## src/logic/adcc_pkg.sv

```systemverilog
// Constants shared by the audio DMA channel control logic
// What this block does
// - Completion interrupt fires for flagged buffer completion only while bit 4 is set
// - Last valid buffer interrupt fires only while bit 2 is set
// - Last buffer status still sets when its interrupt enable is clear
// - Register reset clears channel bus-master state but keeps enable bits 4, 3, 2
// - Register reset bit clears itself after the reset is applied
// - Clearing run pauses the channel and keeps all of its state
// - Setting run starts or resumes descriptor processing
// - Three 8-bit control registers at offsets 0Bh, 1Bh and 2Bh
// - A 32-bit read at 08h returns position, prefetch index and control
// - An 8-bit read at 0Bh returns the control register alone
// - Last buffer status drives the interrupt when enabled, clears with the status
package adcc_pkg;
   localparam int              CHAN_COUNT      = 3;
   localparam logic [2:0][5:0] CTRL_OFFSETS    = {6'h2B, 6'h1B, 6'h0B};
   localparam logic [3:0]      POS_WORD_OFFSET = 4'h8;
   localparam logic [1:0]      CTRL_LANE       = 2'h3;
   localparam logic [7:0]      CTRL_RESET      = 8'h00;
   localparam int              RUN_BIT         = 0;
   localparam int              RR_BIT          = 1;
   localparam int              LVB_IE_BIT      = 2;
   localparam int              SPARE_IE_BIT    = 3;
   localparam int              IOC_IE_BIT      = 4;
   localparam int              POS_WIDTH       = 16;
   localparam int              IDX_WIDTH       = 5;
endpackage

```

## src/logic/adcc_cr_if.sv

```systemverilog
// Signals between the register decoder and one channel control register
`timescale 1ns/1ps
interface adcc_cr_if;
   logic       wr;
   logic [7:0] wdata;
   logic [7:0] rdata;
   logic       run;
   logic       rr_pulse;
   logic       buf_done;
   logic       buf_ioc;
   logic       last_done;
   logic       ioc_clr;
   logic       last_clr;
   logic       ioc_sts;
   logic       last_sts;
   logic       irq;
   modport ctl (input wr, wdata, buf_done, buf_ioc, last_done, ioc_clr, last_clr,
                output rdata, run, rr_pulse, ioc_sts, last_sts, irq);
   modport dec (output wr, wdata, buf_done, buf_ioc, last_done, ioc_clr, last_clr,
                input rdata, run, rr_pulse, ioc_sts, last_sts, irq);
endinterface

```

## src/logic/adcc_chan_ctrl.sv

```systemverilog
// One channel control register with its run, reset and interrupt gating
`timescale 1ns/1ps
module adcc_chan_ctrl (
   input wire logic sys_clk_in,
   input wire logic arst_n_in,
   adcc_cr_if.ctl   cr
);
   logic       run_q;
   logic       rr_q;
   logic [2:0] ie_q;
   logic       ioc_sts_q;
   logic       last_sts_q;

   // Enables survive register reset
   always_ff @(posedge sys_clk_in or negedge arst_n_in)
   begin
      if (!arst_n_in)
         ie_q <= adcc_pkg::CTRL_RESET[adcc_pkg::IOC_IE_BIT:adcc_pkg::LVB_IE_BIT];
      else if (cr.wr)
         ie_q <= cr.wdata[adcc_pkg::IOC_IE_BIT:adcc_pkg::LVB_IE_BIT];
   end

   // Run and self-clearing register reset
   always_ff @(posedge sys_clk_in or negedge arst_n_in)
   begin
      if (!arst_n_in)
      begin
         run_q <= adcc_pkg::CTRL_RESET[adcc_pkg::RUN_BIT];
         rr_q  <= adcc_pkg::CTRL_RESET[adcc_pkg::RR_BIT];
      end
      else if (rr_q)
      begin
         rr_q  <= 1'b0;
         run_q <= 1'b0;
      end
      else if (cr.wr)
      begin
         rr_q  <= cr.wdata[adcc_pkg::RR_BIT];
         run_q <= cr.wdata[adcc_pkg::RUN_BIT];
      end
   end

   // Sticky completion flags, set wins over clear
   always_ff @(posedge sys_clk_in or negedge arst_n_in)
   begin
      if (!arst_n_in)
      begin
         ioc_sts_q  <= 1'b0;
         last_sts_q <= 1'b0;
      end
      else if (rr_q)
      begin
         ioc_sts_q  <= 1'b0;
         last_sts_q <= 1'b0;
      end
      else
      begin
         if (cr.buf_done && cr.buf_ioc)
            ioc_sts_q <= 1'b1;
         else if (cr.ioc_clr)
            ioc_sts_q <= 1'b0;
         if (cr.last_done)
            last_sts_q <= 1'b1;
         else if (cr.last_clr)
            last_sts_q <= 1'b0;
      end
   end

   assign cr.rdata    = {3'h0, ie_q, rr_q, run_q};
   assign cr.run      = run_q;
   assign cr.rr_pulse = rr_q;
   assign cr.ioc_sts  = ioc_sts_q;
   assign cr.last_sts = last_sts_q;
   assign cr.irq      = (ioc_sts_q && ie_q[2]) || (last_sts_q && ie_q[0]);

   a_ioc_irq_gate: assert property (
      @(posedge sys_clk_in) disable iff (!arst_n_in)
      (cr.buf_done && cr.buf_ioc && !rr_q) |=> (cr.irq == ie_q[2]) || (last_sts_q && ie_q[0]))
      else $error("completion interrupt not gated by its enable");
   a_lvb_irq_gate: assert property (
      @(posedge sys_clk_in) disable iff (!arst_n_in)
      (!ioc_sts_q && last_sts_q) |-> (cr.irq == ie_q[0]))
      else $error("last buffer interrupt not gated by its enable");
   a_status_still_set: assert property (
      @(posedge sys_clk_in) disable iff (!arst_n_in)
      (cr.last_done && !rr_q && !ie_q[0] && !cr.wr) |=> last_sts_q && !(cr.irq && !ioc_sts_q))
      else $error("last buffer status missing when enable clear");
   a_rr_keeps_ie: assert property (
      @(posedge sys_clk_in) disable iff (!arst_n_in)
      (rr_q && !cr.wr) |=> (ie_q == $past(ie_q)) && !run_q && !last_sts_q && !ioc_sts_q)
      else $error("register reset disturbed enables or kept state");
   a_rr_self_clear: assert property (
      @(posedge sys_clk_in) disable iff (!arst_n_in)
      $rose(rr_q) |=> !rr_q)
      else $error("register reset bit did not clear itself");
   a_pause_holds: assert property (
      @(posedge sys_clk_in) disable iff (!arst_n_in)
      (!run_q && !cr.wr && !rr_q) |=> !run_q && (ie_q == $past(ie_q)))
      else $error("paused channel changed state");
   a_run_start: assert property (
      @(posedge sys_clk_in) disable iff (!arst_n_in)
      (cr.wr && !rr_q && cr.wdata[0]) |=> run_q ##1 (run_q || $past(cr.wr) || $past(rr_q)))
      else $error("run bit did not start channel");
   a_irq_drops: assert property (
      @(posedge sys_clk_in) disable iff (!arst_n_in)
      (cr.last_clr && !cr.last_done && !ioc_sts_q && !cr.buf_done) |=> !cr.irq)
      else $error("interrupt stayed after status clear");
   a_reserved_zero: assert property (
      @(posedge sys_clk_in) disable iff (!arst_n_in)
      cr.rdata[7:5] == 3'h0)
      else $error("reserved control bits not zero");
endmodule

```

## src/logic/adcc_ctrl_top.sv

```systemverilog
// I/O decoder and three channel control registers of the bus-master engines
`timescale 1ns/1ps
module adcc_ctrl_top (
   input  wire logic                                           sys_clk_in,
   input  wire logic                                           arst_n_in,
   input  wire logic [5:0]                                     io_addr_in,
   input  wire logic [3:0]                                     io_be_in,
   input  wire logic                                           io_rd_in,
   input  wire logic                                           io_wr_in,
   input  wire logic [31:0]                                    io_wdata_in,
   output logic      [31:0]                                    io_rdata_out,
   output logic                                                io_ack_out,
   input  wire logic [adcc_pkg::CHAN_COUNT-1:0][adcc_pkg::POS_WIDTH-1:0] buf_pos_in,
   input  wire logic [adcc_pkg::CHAN_COUNT-1:0][adcc_pkg::IDX_WIDTH-1:0] prefetch_idx_in,
   input  wire logic [adcc_pkg::CHAN_COUNT-1:0]                buf_done_in,
   input  wire logic [adcc_pkg::CHAN_COUNT-1:0]                descriptor_completion_flag_in,
   input  wire logic [adcc_pkg::CHAN_COUNT-1:0]                last_done_in,
   input  wire logic [adcc_pkg::CHAN_COUNT-1:0]                completion_status_clr_in,
   input  wire logic [adcc_pkg::CHAN_COUNT-1:0]                last_buffer_done_status_clr_in,
   output logic      [adcc_pkg::CHAN_COUNT-1:0]                run_pause_bit_out,
   output logic      [adcc_pkg::CHAN_COUNT-1:0]                register_reset_bit_out,
   output logic      [adcc_pkg::CHAN_COUNT-1:0]                completion_status_out,
   output logic      [adcc_pkg::CHAN_COUNT-1:0]                last_buffer_done_status_out,
   output logic      [adcc_pkg::CHAN_COUNT-1:0]                chan_irq_out
);
   logic [adcc_pkg::CHAN_COUNT-1:0][31:0] chan_word;
   logic [adcc_pkg::CHAN_COUNT-1:0]       word_hit;
   logic [31:0]                           lane_mask;
   logic [31:0]                           rdata_d;
   logic [31:0]                           rdata_q;
   logic                                  ack_q;

   // Byte lane mask from the enables
   genvar ln;
   generate
      for (ln = 0; ln < 4; ln++)
      begin : g_lane
         assign lane_mask[ln*8 +: 8] = {8{io_be_in[ln]}};
      end
   endgenerate

   // One control register per channel
   genvar ch;
   generate
      for (ch = 0; ch < adcc_pkg::CHAN_COUNT; ch++)
      begin : g_chan
         adcc_cr_if cr_if ();
         // Word holding position, prefetch index and control
         assign word_hit[ch] = io_addr_in[5:2] == adcc_pkg::CTRL_OFFSETS[ch][5:2];
         assign cr_if.wr        = io_wr_in && word_hit[ch] && io_be_in[adcc_pkg::CTRL_LANE];
         assign cr_if.wdata     = io_wdata_in[31:24];
         assign cr_if.buf_done  = buf_done_in[ch];
         assign cr_if.buf_ioc   = descriptor_completion_flag_in[ch];
         assign cr_if.last_done = last_done_in[ch];
         assign cr_if.ioc_clr   = completion_status_clr_in[ch];
         assign cr_if.last_clr  = last_buffer_done_status_clr_in[ch];
         assign chan_word[ch]   = {cr_if.rdata, 3'h0, prefetch_idx_in[ch], buf_pos_in[ch]};
         assign run_pause_bit_out[ch]           = cr_if.run;
         assign register_reset_bit_out[ch]      = cr_if.rr_pulse;
         assign completion_status_out[ch]       = cr_if.ioc_sts;
         assign last_buffer_done_status_out[ch] = cr_if.last_sts;
         assign chan_irq_out[ch]                = cr_if.irq;
         adcc_chan_ctrl u_ctrl (
            .sys_clk_in (sys_clk_in),
            .arst_n_in  (arst_n_in),
            .cr         (cr_if.ctl)
         );
      end
   endgenerate

   // Read data select, unmapped words read zero
   always_comb
   begin
      rdata_d = 32'h0000_0000;
      for (int i = 0; i < adcc_pkg::CHAN_COUNT; i++)
      begin
         if (word_hit[i])
            rdata_d = chan_word[i] & lane_mask;
      end
   end

   always_ff @(posedge sys_clk_in or negedge arst_n_in)
   begin
      if (!arst_n_in)
         rdata_q <= 32'h0000_0000;
      else if (io_rd_in)
         rdata_q <= rdata_d;
   end

   always_ff @(posedge sys_clk_in or negedge arst_n_in)
   begin
      if (!arst_n_in)
         ack_q <= 1'b0;
      else
         ack_q <= io_rd_in || io_wr_in;
   end

   assign io_rdata_out = rdata_q;
   assign io_ack_out   = ack_q;

   a_word_read: assert property (
      @(posedge sys_clk_in) disable iff (!arst_n_in)
      (io_rd_in && io_addr_in == {2'b00, adcc_pkg::POS_WORD_OFFSET} && io_be_in == 4'hF)
      |=> io_rdata_out == {$past(chan_word[0][31:24]), 3'h0, $past(prefetch_idx_in[0]), $past(buf_pos_in[0])})
      else $error("dword read at position word wrong");
   a_byte_read: assert property (
      @(posedge sys_clk_in) disable iff (!arst_n_in)
      (io_rd_in && word_hit[1] && io_be_in == 4'h8)
      |=> io_ack_out && io_rdata_out == {$past(chan_word[1][31:24]), 24'h000000})
      else $error("byte read of control register wrong");
   a_decode_write: assert property (
      @(posedge sys_clk_in) disable iff (!arst_n_in)
      (io_wr_in && io_addr_in == adcc_pkg::CTRL_OFFSETS[2] && io_be_in == 4'h8 && !register_reset_bit_out[2]
       && !register_reset_bit_out[0] && io_wdata_in[24])
      |=> run_pause_bit_out[2] && !$changed(run_pause_bit_out[0]))
      else $error("control write reached wrong channel");
endmodule

```

## config.mk

```make
export PLATFORM = sky130hd
export DESIGN_NAME = adcc_ctrl_top
export DESIGN_NICKNAME = d
export VERILOG_FILES = /design/src/logic/adcc_pkg.sv /design/src/logic/adcc_cr_if.sv /design/src/logic/adcc_chan_ctrl.sv /design/src/logic/adcc_ctrl_top.sv
export SDC_FILE = /design/constraint.sdc
export NUM_CORES = 1
export LEC_CHECK = 0
export BUFFER_PORTS_ARGS = -buffer_cell sky130_fd_sc_hd__buf_2
export CAP_MARGIN = 25
export CORE_UTILIZATION = 26
export CTS_CLUSTER_SIZE = 25
export DETAILED_ROUTE_END_ITERATION = 6
export PLACE_DENSITY_LB_ADDON = 0.3
export SETUP_SLACK_MARGIN = 0.3
export SLEW_MARGIN = 20
export SYNTH_ARGS = -nofsm -noshare
export SYNTH_HDL_FRONTEND = slang
export SYNTH_SLANG_ARGS = --single-unit
```

## constraint.sdc

```tcl
create_clock -name sys_clk_in -period 2.5 [get_ports sys_clk_in]
set_input_delay 0.25 -clock sys_clk_in [delete_from_list [all_inputs] [get_ports sys_clk_in]]
set_output_delay 0.25 -clock sys_clk_in [all_outputs]
set_load 0.03 [all_outputs]
```

==> run_results.csv <==
group,metric,value,unit
outcome,status,"finished, final reports clean",
layout,layout-drive-gt1-share,42.0,%
sta,final_period_minus_worst_setup_slack,1.48,ns
global_routing,grt.total_usage,14.8,%
place,place.port_buffers,136,
sta,slew-limit-headroom,57.3,%
synthesis,synth_sequential_area_ratio,46.0,%
setup_path,worst_setup_path_end_kind,"flop",
pwr,power.share.sequential,46.2,%
setup_path,critical-path-top-delay-family,"simple AND/OR/NAND/NOR gates",
floorplan,row_count,36,
synthesis,number_of_warnings_printed_during_yosys_synthesis,0,
place,place_area,3300,um^2
global_routing,grt_overflow,0,
routing,drt_first_pass_iters,4,
setup_path,cp.buffers_inverters,1,
sta,timing.setup.tns,0,ns
sta,worst_clock_skew,0.00436,ns
pwr,intPower,1.33,mW
clock_tree,cts-root-to-sink-buffers,2,
setup_path,crit_path_top_delay_cell,"sky130_fd_sc_hd__buf_2",
setup_path,timing.critical_path.from_type,"input pin",
global_routing,number_of_antenna_violations_at_the_first_check_in_global_routing,1,
synthesis,yosysTopAreaCellShare,46.0,%
routing,drt_first_iter_violations,65,
layout,nets,516,
setup_path,critical_path_arrival,1.67,ns
sta,finalWorstSetupSlack,1.02,ns
clock_tree,clock_insertion_delay_worst_skew,0.30,ns
place,place_congestion,0.702,
sta,clock.fmax,675,MHz
job,max-cap-violations,0,
clock_tree,clk_transition_reported_paths,0.09,ns
clock_tree,clock_tree.root_cell,"sky130_fd_sc_hd__clkbuf_8",
clock_tree,cts_tree,"done",
clock_tree,clock_sink_count,48,
synthesis,synth.distinct_cells,28,
synthesis,synthesized_area_per_cell,9.56,um^2
sta,setup_viol,0,
routing,detail_route.vias_per_cell,4.53,
routing,drcViolationCount,0,
synthesis,synth_edf_count,0,
worst_hold_path,timing.hold.worst.class,"input pin to async pin",
sta,report.final.slew_viol_count,0,
setup_path,critical-path-max-stage-delay,0.50,ns
floorplan,die_span_in_x,102,um
floorplan,floorplan.die_area,10400,um^2
clock_tree,cts.htree.levels,2,
layout,nFillCells,1030,
pwr,power_switching,0.588,mW
layout,utilization,35.1,%
place,placement.setup.worst_slack,0.696,ns
synthesis,synthTopCellsByArea,"sky130_fd_sc_hd__dfrtp_1 (46%), sky130_fd_sc_hd__a2bb2oi_1 (8.7%), sky130_fd_sc_hd__o32ai_1 (8.7%)",
global_routing,first_global_vias,2286,
pwr,power_density,563,nW/um^2
sta,finalCritPeriodShare,59.3,%
synthesis,yosys_most_used_dff,"sky130_fd_sc_hd__dfrtp_1",
sta,setup_repair_after_global_routing_missed_its_margin,"no",
synthesis,postSynthCellCount,273,
global_routing,first_pass_grt_wire_length,11.7,mm
setup_path,critPathMaxFanout,31,
floorplan,ios,172,
floorplan,die_height,102,um
pwr,power.switching_fraction,30.6,%
clock_tree,cts.hold.buffers_added,0,
clock_tree,postCtsResizedCells,0,
routing,totalWireLength,7.47,mm
layout,layout.cell_area.non_filler,3410,um^2
layout,area.sequential,1200,um^2
setup_path,reg2reg_from,"g_chan[0].u_ctrl.cr.rr_pulse$_DFF_PN0_",
clock_tree,number_of_buffers_created_by_cts,5,
pwr,p_comb_share,23.4,%
setup_path,criticalPathCategory,"input pin to flop",
pwr,ir_worst_vdd,0.207,mV
pwr,p_leak,1.72,nW
layout,area_growth,30.8,%
floorplan,floorplan.core_area,9730,um^2
place,detailed_place_hpwl,5.53,mm
routing,ant_nets,0,
synthesis,yosys.cell_count.top_type,"sky130_fd_sc_hd__nor2_1",
synthesis,ys_ff_latch,48,
global_routing,grt_start_max_net_pins,49,
routing,routed-via-count,2389,
setup_path,crit_chain,"buf_2 -> nand3_1 -> nor3_2 -> mux2_2",
routing,detail_route.wl_per_cell,14.2,um
synthesis,synthArstFlopShare,100,%
synthesis,synth_top_cells_by_count,"sky130_fd_sc_hd__nor2_1 (55), sky130_fd_sc_hd__dfrtp_1 (48), sky130_fd_sc_hd__inv_1 (29)",
setup_path,crit_required,2.69,ns
setup_path,first_element_of_the_critical_path,"io_addr_in[5]",
clock_tree,cts_setup_buffers,0,
synthesis,netlist_area,2610,um^2
sta,hold_viol,0,
layout,multiInputGateArea,1080,um^2
sta,worstMarginPinSlew,0.641,ns
synthesis,yosysTopAreaCell,"sky130_fd_sc_hd__dfrtp_1",
pwr,clock_network_fraction_of_total_power,30.4,%
floorplan,initial_utilization,26.8,%
==> flip-flops by register name, indices dropped and copies added (netlist names) <==
register and count:
g_chan.u_ctrl.ie_q 9, g_chan.u_ctrl.cr.run 3, g_chan.u_ctrl.cr.ioc_sts 3, io_ack_out 1
io_rdata_out 26, g_chan.u_ctrl.cr.rr_pulse 3, g_chan.u_ctrl.cr.last_sts 3
==> logic make-up (layout without fill, tap and decap cells) <==
family          count (synthesis)  after routing  share of synthesized area [%]
other cells                     1              7                          0.144
compound gates                 61             61                           19.6
buf+inv                        66            181                           13.4
flops                          48             48                           46.0
mux                            12             12                           5.46
simple gates                   85             85                           15.3
==> per-layer routing <==
layer / track usage (%) / vias to the layer above / part of all wire (%)
met5: 0 / - / 0
met4: 3.63 / 0 / 0.86
met3: 4.31 / 6 / 7.4
met2: 25.0 / 89 / 48
met1: 18.6 / 1125 / 44
li1: - / 1169 / -
==> path summary, 6_finish.rpt <==
check	endpoint	slack, ns	cells after the start
worst max-delay path	g_chan[2].u_ctrl.ie_q[1]$_DFFE_PN0P_	1.02	4
worst min-delay path	g_chan[1].u_ctrl.ie_q[2]$_DFFE_PN0P_	0.05	2
worst max register to register	io_rdata_out[25]$_DFFE_PN0P_	1.47	3
worst min register to register	g_chan[1].u_ctrl.ie_q[1]$_DFFE_PN0P_	0.53	1
max in group asynchronous	io_ack_out$_DFF_PN0_	2.03	2
min in group sys_clk_in	g_chan[2].u_ctrl.cr.last_sts$_DFFE_PN0P_	0.16	3
==> per-stage QoR <==
stage	hold slack [ns]	power, mW	std cells
6_report	0.0469	1.92	527
2_1_floorplan	-0.0456	1.22	278
3_5_place_dp	0.405	1.36	518
4_1_cts	0.0591	1.96	526
5_1_grt	0.0810	2.04	526
3_3_place_gp	0.400	1.35	518
==> area by class of cell <==
class	count	share of cell area, %
multi-input combinational	164	31.6
clock inverter	3	1.36
clock buffer	5	2.02
antenna	1	0.0733
sequential	48	35.2
tap	133	4.87
timing repair buffer	144	21.7
inverter	29	3.19
==> power by group through the flow <==
| stage | sequential [mW] | clock [mW] | combinational, mW |
|---|---|---|---|
| global route | 0.898 | 0.652 | 0.493 |
| global placement | 0.903 | 0 | 0.448 |
| finish | 0.887 | 0.584 | 0.450 |
| floorplan | 0.923 | 0 | 0.300 |
| CTS | 0.889 | 0.615 | 0.457 |
| detailed placement | 0.904 | 0 | 0.456 |
==> layout by cell type (no fill, tap or decap), types with 2 or more instances in the layout <==
master and n:
sky130_fd_sc_hd__a2bb2oi_1 26, sky130_fd_sc_hd__nand2b_1 10, sky130_fd_sc_hd__conb_1 6, sky130_fd_sc_hd__inv_1 29, sky130_fd_sc_hd__nor3_2 2, sky130_fd_sc_hd__buf_2 136
sky130_fd_sc_hd__o32ai_1 26, sky130_fd_sc_hd__nand3_1 5, sky130_fd_sc_hd__a21oi_1 6, sky130_fd_sc_hd__nor2_1 55, sky130_fd_sc_hd__clkbuf_8 5, sky130_fd_sc_hd__a22o_1 3
sky130_fd_sc_hd__buf_4 8, sky130_fd_sc_hd__and4_1 2, sky130_fd_sc_hd__mux2i_1 3, sky130_fd_sc_hd__nand2_1 3, sky130_fd_sc_hd__mux2_2 6, sky130_fd_sc_hd__mux2_4 3
sky130_fd_sc_hd__dfrtp_1 48
Note: power is estimated with default switching activity, not from simulation.
